<file path="src/stamp_pkg.sv">
// constants, register map and field layout of the sample timestamp counter
// Overview of operation
// - count at non-interlaced rate, max 125 MS/s
// - interlaced: clocked by base sample clock only
// - every captured stamp is 64 bits wide
// - count at internally used sampling rate
// - read-only register reports internal sample rate
// - read-only oversampling factor, 1 when inactive
// - zero command code clears the counter
// - standard mode counts ignoring acquisition start/stop
// - mode 2h standard, mode 0 disables
// - mode 4h clears counter at card start
// - source 100h: full width on sample clock
// - trigger stores count; gate stores start and end
// - zero command needs active clock generation
package stamp_pkg;

	////////////////////////////////////////////////////////////////////////
	// bus geometry
	localparam int          ADDR_W        = 20;    // byte address width
	localparam int          DATA_W        = 32;    // register word width
	localparam int          STAMP_W       = 64;    // captured stamp width

	////////////////////////////////////////////////////////////////////////
	// register indices; byte address is four times the index
	localparam logic [17:0] IDX_CMD       = 18'h0B798; // timestamp_command
	localparam logic [17:0] IDX_RATE      = 18'h04E20; // effective_sample_rate
	localparam logic [17:0] IDX_OVS       = 18'h30DBB; // oversampling_factor
	localparam logic [17:0] IDX_STAMP_LO  = 18'h00000; // captured stamp low
	localparam logic [17:0] IDX_STAMP_HI  = 18'h00001; // captured stamp high
	localparam logic [17:0] IDX_STATUS    = 18'h00002; // block status

	////////////////////////////////////////////////////////////////////////
	// command word fields
	localparam logic [31:0] CMD_ZERO      = 32'h0000_0001; // counter_zero_cmd
	localparam logic [31:0] MODE_OFF      = 32'h0000_0000; // stamp_off_code
	localparam logic [31:0] MODE_EXPLICIT = 32'h0000_0002; // explicit_zero_mode
	localparam logic [31:0] MODE_ON_START = 32'h0000_0004; // zero_on_start_mode
	localparam logic [31:0] MODE_MASK     = 32'h0000_0006; // mode field
	localparam logic [31:0] SRC_FULL      = 32'h0000_0100; // full_width_sample_clocked
	localparam logic [31:0] SRC_MASK      = 32'h0000_0700; // counter source field
	localparam logic [31:0] FEAT_NONE     = 32'h0000_0000; // no_extra_stamps
	localparam logic [31:0] CMD_STORE     = 32'h0000_0706; // bits kept in the register
	localparam logic [31:0] CMD_RESET     = 32'h0000_0000; // reset value: disabled

	////////////////////////////////////////////////////////////////////////
	// status word bits
	localparam int          ST_VALID      = 0;     // unread stamp present
	localparam int          ST_CLK_ACTIVE = 1;     // clock generation running
	localparam int          ST_COUNTING   = 2;     // counter enabled on the full-width source

	////////////////////////////////////////////////////////////////////////
	// axi responses
	localparam logic [1:0]  RESP_OKAY     = 2'h0;
	localparam logic [1:0]  RESP_SLVERR   = 2'h2;

endpackage

</file>
<file path="src/sample_timestamp_counter.sv">
// sample timestamp counter with its axi4-lite register slave
`timescale 1ns/1ps
`default_nettype none

module sample_timestamp_counter #(
	parameter int CNT_W = 64 // counter width
) (
	input  wire logic        aclk,
	input  wire logic        aresetn,
	// axi4-lite slave
	input  wire logic [19:0] s_axi_awaddr,
	input  wire logic        s_axi_awvalid,
	output logic             s_axi_awready,
	input  wire logic [31:0] s_axi_wdata,
	input  wire logic [3:0]  s_axi_wstrb,
	input  wire logic        s_axi_wvalid,
	output logic             s_axi_wready,
	output logic [1:0]       s_axi_bresp,
	output logic             s_axi_bvalid,
	input  wire logic        s_axi_bready,
	input  wire logic [19:0] s_axi_araddr,
	input  wire logic        s_axi_arvalid,
	output logic             s_axi_arready,
	output logic [31:0]      s_axi_rdata,
	output logic [1:0]       s_axi_rresp,
	output logic             s_axi_rvalid,
	input  wire logic        s_axi_rready,
	// clock logic, same clock domain
	input  wire logic        base_sample_tick,
	input  wire logic        clock_gen_active,
	input  wire logic        card_start,
	input  wire logic        gated_mode,
	input  wire logic [31:0] effective_sample_rate,
	input  wire logic [31:0] oversampling_factor,
	// trigger and gate pins, asynchronous
	input  wire logic        trigger_pin,
	input  wire logic        gate_pin,
	// stamp hand-off to the stamp store
	output logic [63:0]      stamp_data,
	output logic             stamp_strobe
);

	////////////////////////////////////////////////////////////////////////
	// address decode helper
	function automatic logic hit(input logic [19:0] a,
	                             input logic [17:0] idx);
		hit = (a[19:2] == idx);
	endfunction

	// byte-lane merge helper
	function automatic logic [31:0] merge(input logic [31:0] old_v,
	                                      input logic [31:0] new_v,
	                                      input logic [3:0]  be);
		logic [31:0] r;
		r = old_v;
		for (int i = 0; i < 4; i++) begin
			if (be[i]) begin
				r[i*8 +: 8] = new_v[i*8 +: 8];
			end
		end
		merge = r;
	endfunction

	////////////////////////////////////////////////////////////////////////
	// state
	logic [19:0]      awaddr_q, awaddr_d;     // held write address
	logic             aw_held_q, aw_held_d;   // address taken
	logic [31:0]      wdata_q, wdata_d;       // held write data
	logic [3:0]       wstrb_q, wstrb_d;       // held byte enables
	logic             w_held_q, w_held_d;     // data taken
	logic             awready_q, awready_d;
	logic             wready_q, wready_d;
	logic             bvalid_q, bvalid_d;
	logic [1:0]       bresp_q, bresp_d;
	logic             arready_q, arready_d;
	logic             rvalid_q, rvalid_d;
	logic [31:0]      rdata_q, rdata_d;
	logic [1:0]       rresp_q, rresp_d;
	logic [31:0]      cmd_q, cmd_d;           // stored mode and source
	logic             zero_q, zero_d;         // pending zero command
	logic [CNT_W-1:0] cnt_q, cnt_d;           // timestamp counter
	logic [63:0]      stamp_q, stamp_d;       // last captured stamp
	logic             valid_q, valid_d;       // unread stamp flag
	logic             strobe_q, strobe_d;     // one-cycle capture pulse
	logic [2:0]       trig_q, trig_d;         // sync pair plus history
	logic [2:0]       gate_q, gate_d;         // sync pair plus history

	// decoded controls
	logic             mode_explicit;
	logic             mode_on_start;
	logic             src_full;
	logic             enabled;
	logic             trig_edge;
	logic             gate_edge;
	logic             capture;

	////////////////////////////////////////////////////////////////////////
	// command decode; software builds the word from one of each field
	always_comb begin
		// any other mode code, 6h included, leaves the block disabled
		mode_explicit = (cmd_q & stamp_pkg::MODE_MASK)
		                == stamp_pkg::MODE_EXPLICIT;
		mode_on_start = (cmd_q & stamp_pkg::MODE_MASK)
		                == stamp_pkg::MODE_ON_START;
		// split sources are not built, so they simply hold the count
		src_full      = (cmd_q & stamp_pkg::SRC_MASK)
		                == stamp_pkg::SRC_FULL;
		enabled       = mode_explicit | mode_on_start;
		// only the second and third stages are looked at
		trig_edge     = trig_q[1] & ~trig_q[2];
		gate_edge     = gate_q[1] ^ gate_q[2];
		// gate start and end both stamped in gated sampling
		capture       = enabled & (gated_mode ? gate_edge
		                                      : trig_edge);
	end


	////////////////////////////////////////////////////////////////////////
	// bus next-state: write and read channels
	always_comb begin
		logic wr_do;
		logic rd_do;
		logic [31:0] merged;
		wr_do     = 1'b0;
		rd_do     = 1'b0;
		merged    = 32'h0000_0000;
		awaddr_d  = awaddr_q;
		aw_held_d = aw_held_q;
		wdata_d   = wdata_q;
		wstrb_d   = wstrb_q;
		w_held_d  = w_held_q;
		bvalid_d  = bvalid_q;
		bresp_d   = bresp_q;
		rvalid_d  = rvalid_q;
		rdata_d   = rdata_q;
		rresp_d   = rresp_q;
		cmd_d     = cmd_q;
		zero_d    = 1'b0;
		valid_d   = valid_q;
		// address and data taken in either order
		if (s_axi_awvalid && awready_q) begin
			awaddr_d  = s_axi_awaddr;
			aw_held_d = 1'b1;
		end
		if (s_axi_wvalid && wready_q) begin
			wdata_d  = s_axi_wdata;
			wstrb_d  = s_axi_wstrb;
			w_held_d = 1'b1;
		end
		// response retires before the next write is accepted
		if (bvalid_q && s_axi_bready) begin
			bvalid_d = 1'b0;
		end
		// execute once both halves are held
		if (aw_held_q && w_held_q && !bvalid_q) begin
			wr_do     = 1'b1;
			aw_held_d = 1'b0;
			w_held_d  = 1'b0;
			bvalid_d  = 1'b1;
			bresp_d   = stamp_pkg::RESP_SLVERR; // unmapped or read-only
			if (hit(awaddr_q, stamp_pkg::IDX_CMD)) begin
				bresp_d = stamp_pkg::RESP_OKAY;
				merged  = merge(cmd_q, wdata_q, wstrb_q);
				cmd_d   = merged & stamp_pkg::CMD_STORE;
				// zero only while clock generation runs
				zero_d  = ((merged & stamp_pkg::CMD_ZERO) != 32'h0000_0000)
				          & wstrb_q[0] & clock_gen_active;
			end
		end
		// read channel: one outstanding read
		if (rvalid_q && s_axi_rready) begin
			rvalid_d = 1'b0;
		end
		if (s_axi_arvalid && arready_q) begin
			rd_do    = 1'b1;
			rvalid_d = 1'b1;
			rresp_d  = stamp_pkg::RESP_OKAY;
			rdata_d  = 32'h0000_0000;
			if (hit(s_axi_araddr, stamp_pkg::IDX_CMD)) begin
				rdata_d = cmd_q;
			end else if (hit(s_axi_araddr, stamp_pkg::IDX_RATE)) begin
				rdata_d = effective_sample_rate;
			end else if (hit(s_axi_araddr, stamp_pkg::IDX_OVS)) begin
				// clock logic drives 0 while oversampling is off; read back as 1
				rdata_d = (oversampling_factor == 32'h0000_0000)
				          ? 32'h0000_0001 : oversampling_factor;
			end else if (hit(s_axi_araddr, stamp_pkg::IDX_STAMP_LO)) begin
				rdata_d = stamp_q[31:0];
			end else if (hit(s_axi_araddr, stamp_pkg::IDX_STAMP_HI)) begin
				rdata_d = stamp_q[63:32];
				valid_d = 1'b0; // reading the high word consumes it
			end else if (hit(s_axi_araddr, stamp_pkg::IDX_STATUS)) begin
				rdata_d[stamp_pkg::ST_VALID]      = valid_q;
				rdata_d[stamp_pkg::ST_CLK_ACTIVE] = clock_gen_active;
				rdata_d[stamp_pkg::ST_COUNTING]   = enabled & src_full;
			end else begin
				rresp_d = stamp_pkg::RESP_SLVERR;
			end
		end
		// a new capture wins over the consuming read
		if (capture) begin
			valid_d = 1'b1;
		end
		// readies registered so outputs come from flops
		awready_d = !aw_held_d && !(wr_do || bvalid_d);
		wready_d  = !w_held_d && !(wr_do || bvalid_d);
		arready_d = !rvalid_d && !rd_do;
	end

	////////////////////////////////////////////////////////////////////////
	// counter and capture next-state
	always_comb begin
		cnt_d    = cnt_q;
		stamp_d  = stamp_q;
		strobe_d = 1'b0;
		trig_d   = {trig_q[1:0], trigger_pin};
		gate_d   = {gate_q[1:0], gate_pin};
		if (!enabled) begin
			// disabled mode keeps the counter cleared
			cnt_d = '0;
		end else if (zero_q) begin
			cnt_d = '0;
		end else if (mode_on_start && card_start) begin
			cnt_d = '0;
		end else if (src_full && base_sample_tick) begin
			// tick is the base converter rate, never the interlaced
			// doubled rate; oversampled rate is what the tick carries
			cnt_d = cnt_q + 1'b1;
		end
		if (capture) begin
			stamp_d  = 64'(cnt_q);
			strobe_d = 1'b1;
		end
	end

	////////////////////////////////////////////////////////////////////////
	// registers, synchronous active-low reset
	always_ff @(posedge aclk) begin
		if (!aresetn) begin
			awaddr_q  <= 20'h00000;
			aw_held_q <= 1'b0;
			wdata_q   <= 32'h0000_0000;
			wstrb_q   <= 4'h0;
			w_held_q  <= 1'b0;
			awready_q <= 1'b0;
			wready_q  <= 1'b0;
			bvalid_q  <= 1'b0;
			bresp_q   <= 2'h0;
			arready_q <= 1'b0;
			rvalid_q  <= 1'b0;
			rdata_q   <= 32'h0000_0000;
			rresp_q   <= 2'h0;
			cmd_q     <= stamp_pkg::CMD_RESET;
			zero_q    <= 1'b0;
			cnt_q     <= '0;
			stamp_q   <= 64'h0000_0000_0000_0000;
			valid_q   <= 1'b0;
			strobe_q  <= 1'b0;
			trig_q    <= 3'h0;
			gate_q    <= 3'h0;
		end else begin
			awaddr_q  <= awaddr_d;
			aw_held_q <= aw_held_d;
			wdata_q   <= wdata_d;
			wstrb_q   <= wstrb_d;
			w_held_q  <= w_held_d;
			awready_q <= awready_d;
			wready_q  <= wready_d;
			bvalid_q  <= bvalid_d;
			bresp_q   <= bresp_d;
			arready_q <= arready_d;
			rvalid_q  <= rvalid_d;
			rdata_q   <= rdata_d;
			rresp_q   <= rresp_d;
			cmd_q     <= cmd_d;
			zero_q    <= zero_d;
			cnt_q     <= cnt_d;
			stamp_q   <= stamp_d;
			valid_q   <= valid_d;
			strobe_q  <= strobe_d;
			trig_q    <= trig_d;
			gate_q    <= gate_d;
		end
	end

	////////////////////////////////////////////////////////////////////////
	// outputs straight from flops
	assign s_axi_awready = awready_q;
	assign s_axi_wready  = wready_q;
	assign s_axi_bvalid  = bvalid_q;
	assign s_axi_bresp   = bresp_q;
	assign s_axi_arready = arready_q;
	assign s_axi_rvalid  = rvalid_q;
	assign s_axi_rdata   = rdata_q;
	assign s_axi_rresp   = rresp_q;
	assign stamp_data    = stamp_q;
	assign stamp_strobe  = strobe_q;

endmodule

`default_nettype wire

</file>
<file path="config.mk">
export PLATFORM = sky130hd
export DESIGN_NAME = sample_timestamp_counter
export DESIGN_NICKNAME = d
export VERILOG_FILES = /design/src/stamp_pkg.sv /design/src/sample_timestamp_counter.sv
export SDC_FILE = /design/constraint.sdc
export NUM_CORES = 1
export LEC_CHECK = 0
export ABC_AREA = 1
export BUFFER_PORTS_ARGS = -buffer_cell sky130_fd_sc_hd__buf_4
export CAP_MARGIN = 20
export CORE_ASPECT_RATIO = 1.75
export CORE_MARGIN = 5
export CORE_UTILIZATION = 45
export CTS_BUF_LIST = sky130_fd_sc_hd__clkbuf_8 sky130_fd_sc_hd__clkbuf_16
export CTS_CLUSTER_DIAMETER = 60
export CTS_CLUSTER_SIZE = 28
export DETAILED_ROUTE_END_ITERATION = 8
export PLACE_DENSITY = 0.73
export SYNTH_ARGS = -nofsm -noshare
export SYNTH_HDL_FRONTEND = slang
export SYNTH_SLANG_ARGS = --single-unit
</file>
<file path="constraint.sdc">
create_clock -name aclk -period 4.96 [get_ports aclk]
set_input_delay 0.744 -clock aclk [delete_from_list [all_inputs] [get_ports aclk]]
set_output_delay 0.744 -clock aclk [all_outputs]
set_load 0.03 [all_outputs]
</file>
==> results.json <==
{
  "cts_resized": 0,
  "crit_fanout": 34,
  "coreArea_mm2": 0.02274,
  "hold_violations": 0,
  "skew_ps": 16.93,
  "min_path_type": "reg2reg",
  "worstHoldPathCells": 2,
  "cp-start-kind": "register",
  "start_util_pct": 45.74,
  "vias_per_cell": 5.318,
  "gp_congestion": 0.9854,
  "postSynthAreaPerCell_um2": 6.716,
  "fill_cells": 2304,
  "finalPower_mw": 3.255,
  "grt_max_degree": 110,
  "pwr_density_cell_mw_per_mm2": 255.1,
  "max_cap_viol_count": 0,
  "reg2reg_depth": 8,
  "seq_area_mm2": 0.004184,
  "place_area_mm2": 0.01224,
  "grt_pass1_vias": 10466,
  "holdBufCountCts": 0,
  "hpwlAfterDp_um": 31140,
  "drc": 0,
  "p_clk_share_pct": 40.6,
  "dp_slack_ps": 1768,
  "outcome": "complete, no violations",
  "critPathArrivalTime_ps": 3160,
  "setup_tns_ps": 0,
  "grt_antenna_before_repair": 0,
  "dr.first_iter.drc_count": 886,
  "leakage_nw": 4.925,
  "grt_usage_pct": 28.36,
  "drt_pass1_iterations": 6,
  "fin_nets": 1888,
  "timing.final.ws_setup_ps": 2163,
  "crit_path_end_kind": "register",
  "yosys_register_bits": 209,
  "rsz0062_at_grt": "false",
  "ys_warn_count": 0,
  "num_rows": 73,
  "die_h_um": 211.1,
  "maxSlewHeadroom_pct": 41.84,
  "final_common_cell": "nand2_1",
  "final_area_mm2": 0.01276,
  "period_needed_ps": 2797,
  "cts_tree": "done",
  "chipWidth_um": 124.9,
  "clk_path_buf_depth": 3,
  "period_share_pct": 56.39,
  "drive_gt1_share_pct": 17.36,
  "syn_inst": 1549,
  "power_frac_comb_pct": 6.8,
  "ir_drop_uv": 255.2,
  "dieArea_mm2": 0.02638,
  "htree_levels": 1,
  "routed_wl_um": 38850,
  "crit_type": "reg2reg",
  "io_pins": 259,
  "clk_pin_slew_ps": 110,
  "multi_input_area_mm2": 0.005260,
  "synthDistinctLibCells": 45,
  "syn_area_mm2": 0.01040,
  "clk_latency_ps": 490,
  "vias": 10855,
  "intPower_mw": 2.447,
  "overflow": 0,
  "cts_sinks": 209,
  "swShare_pct": 24.81,
  "portBuffers": 224,
  "cts_setup_buffers": 0,
  "finalMaxSlewViolations": 0,
  "tightest_slew_ps": 872.4,
  "netSwitchingPower_mw": 0.8074,
  "layout_common_cells": "nand2_1 (290), buf_4 (232), nor2_1 (223)",
  "cts-root-buf": "clkbuf_16",
  "post_drt_wl_per_cell_um": 19.04,
  "numCtsBuffers": 14,
  "area_growth_pct": 22.65,
  "ant_nets": 0,
  "yosysSeqAreaShare_pct": 40.22,
  "p_seq_share_pct": 52.6,
  "synth_async_sr_flop_share_pct": 0,
  "finalSetupViolations": 0,
  "required_ps": 5330,
  "grt_pass1_wl_um": 59330,
  "clock.fmax_ghz": 0.3575,
  "synth_ff_type": "dfxtp_1",
  "synth-edff-count": 0
}
## critical path, stage by stage (launching register included)
cell and delay, ps:
dfxtp_1 340, inv_1 120, nand4_4 520, inv_1 790
nand4_1 320, nor2_1 270, nand2_1 90, xor2_1 140
nor2_1 50
## Yosys cell counts, drive strengths merged (2+ instances only)
master | count | area [um^2]
a21oi | 165 | 825.8
and2 | 2 | 12.52
buf | 20 | 112.6
clkbuf | 45 | 170.2
dfxtp | 209 | 4184
ha | 2 | 25.02
inv | 182 | 683.2
nand2 | 300 | 1159
nand3 | 61 | 320.3
nand3b | 4 | 30.03
nand4 | 39 | 265.3
nor2 | 236 | 938.4
nor3 | 50 | 296.5
nor3b | 3 | 33.78
nor4 | 6 | 43.79
o211ai | 4 | 30.03
o21a | 3 | 22.52
o21ai | 154 | 770.7
o22ai | 25 | 156.4
or2 | 3 | 18.77
xnor2 | 13 | 113.9
xor2 | 18 | 157.7
## per-stage QoR
stage,cells,hold WS (ps),util (%)
final,2041,415.8,56.10
after global routing,2040,438.1,56.09
after CTS,2040,422.4,56.09
after detailed placement,2017,401.6,53.84
after global placement,2017,395.0,53.84
after floorplan,1550,390.5,-
## registers in the layout, summed over array words and instances (netlist names), 2 cells and up
name         count
cnt_q           64
awaddr_q        18
wdata_q          6
trig_q           3
cmd_q            5
stamp_data      64
s_axi_rdata     32
wstrb_q          2
gate_q           3
## area by class of cell
type                    count  share of cell area (%)
multi-input cells        1094                   41.22
repair buffers            232                   13.65
flip-flops and latches    209                   32.79
clock buffers              15                   2.942
diodes                      1                 0.01961
clock inverters             8                   1.079
well taps                 300                   2.942
inverters                 182                   5.354
## metal layers
| metal | track usage [%] | vias up | wire length [um] |
|---|---|---|---|
| met5 | 0 | - | 0 |
| met4 | 13.88 | 0 | 2159 |
| met3 | 3.340 | 72 | 1732 |
| met2 | 53.68 | 336 | 20520 |
| met1 | 31.13 | 5025 | 14440 |
| li1 | - | 5422 | - |
## cells by family after synthesis
group	Yosys count	synth area share (%)
AOI/OAI and AO/OA	354	17.58
DFF	209	40.22
other	1	0.03604
adders and majority gates	2	0.2405
buffers and inverters	247	9.284
xor gates and xnor gates	31	2.610
and+or+nand+nor	705	30.03
## worst paths after layout
path	startpoint	end	slack, ps
min reg2reg	trig_q[0]$_SDFF_PN0_	trig_q[1]$_SDFF_PN0_	420
min	trig_q[0]$_SDFF_PN0_	trig_q[1]$_SDFF_PN0_	420
max	cmd_q[10]$_SDFFE_PN0P_	cnt_q[61]$_SDFFE_PP0P_	2160
max reg2reg	cmd_q[10]$_SDFFE_PN0P_	cnt_q[61]$_SDFFE_PP0P_	2160
## power by group through the flow
stage | Clock, mW | Sequential [mW] | Combinational, mW
2_1_floorplan | 0 | 1.76 | 0.0927
3_3_place_gp | 0 | 1.75 | 0.220
3_5_place_dp | 0 | 1.75 | 0.221
4_1_cts | 1.34 | 1.71 | 0.222
5_1_grt | 1.40 | 1.72 | 0.244
6_report | 1.32 | 1.71 | 0.222
Note: power is estimated with default switching activity, not from simulation.
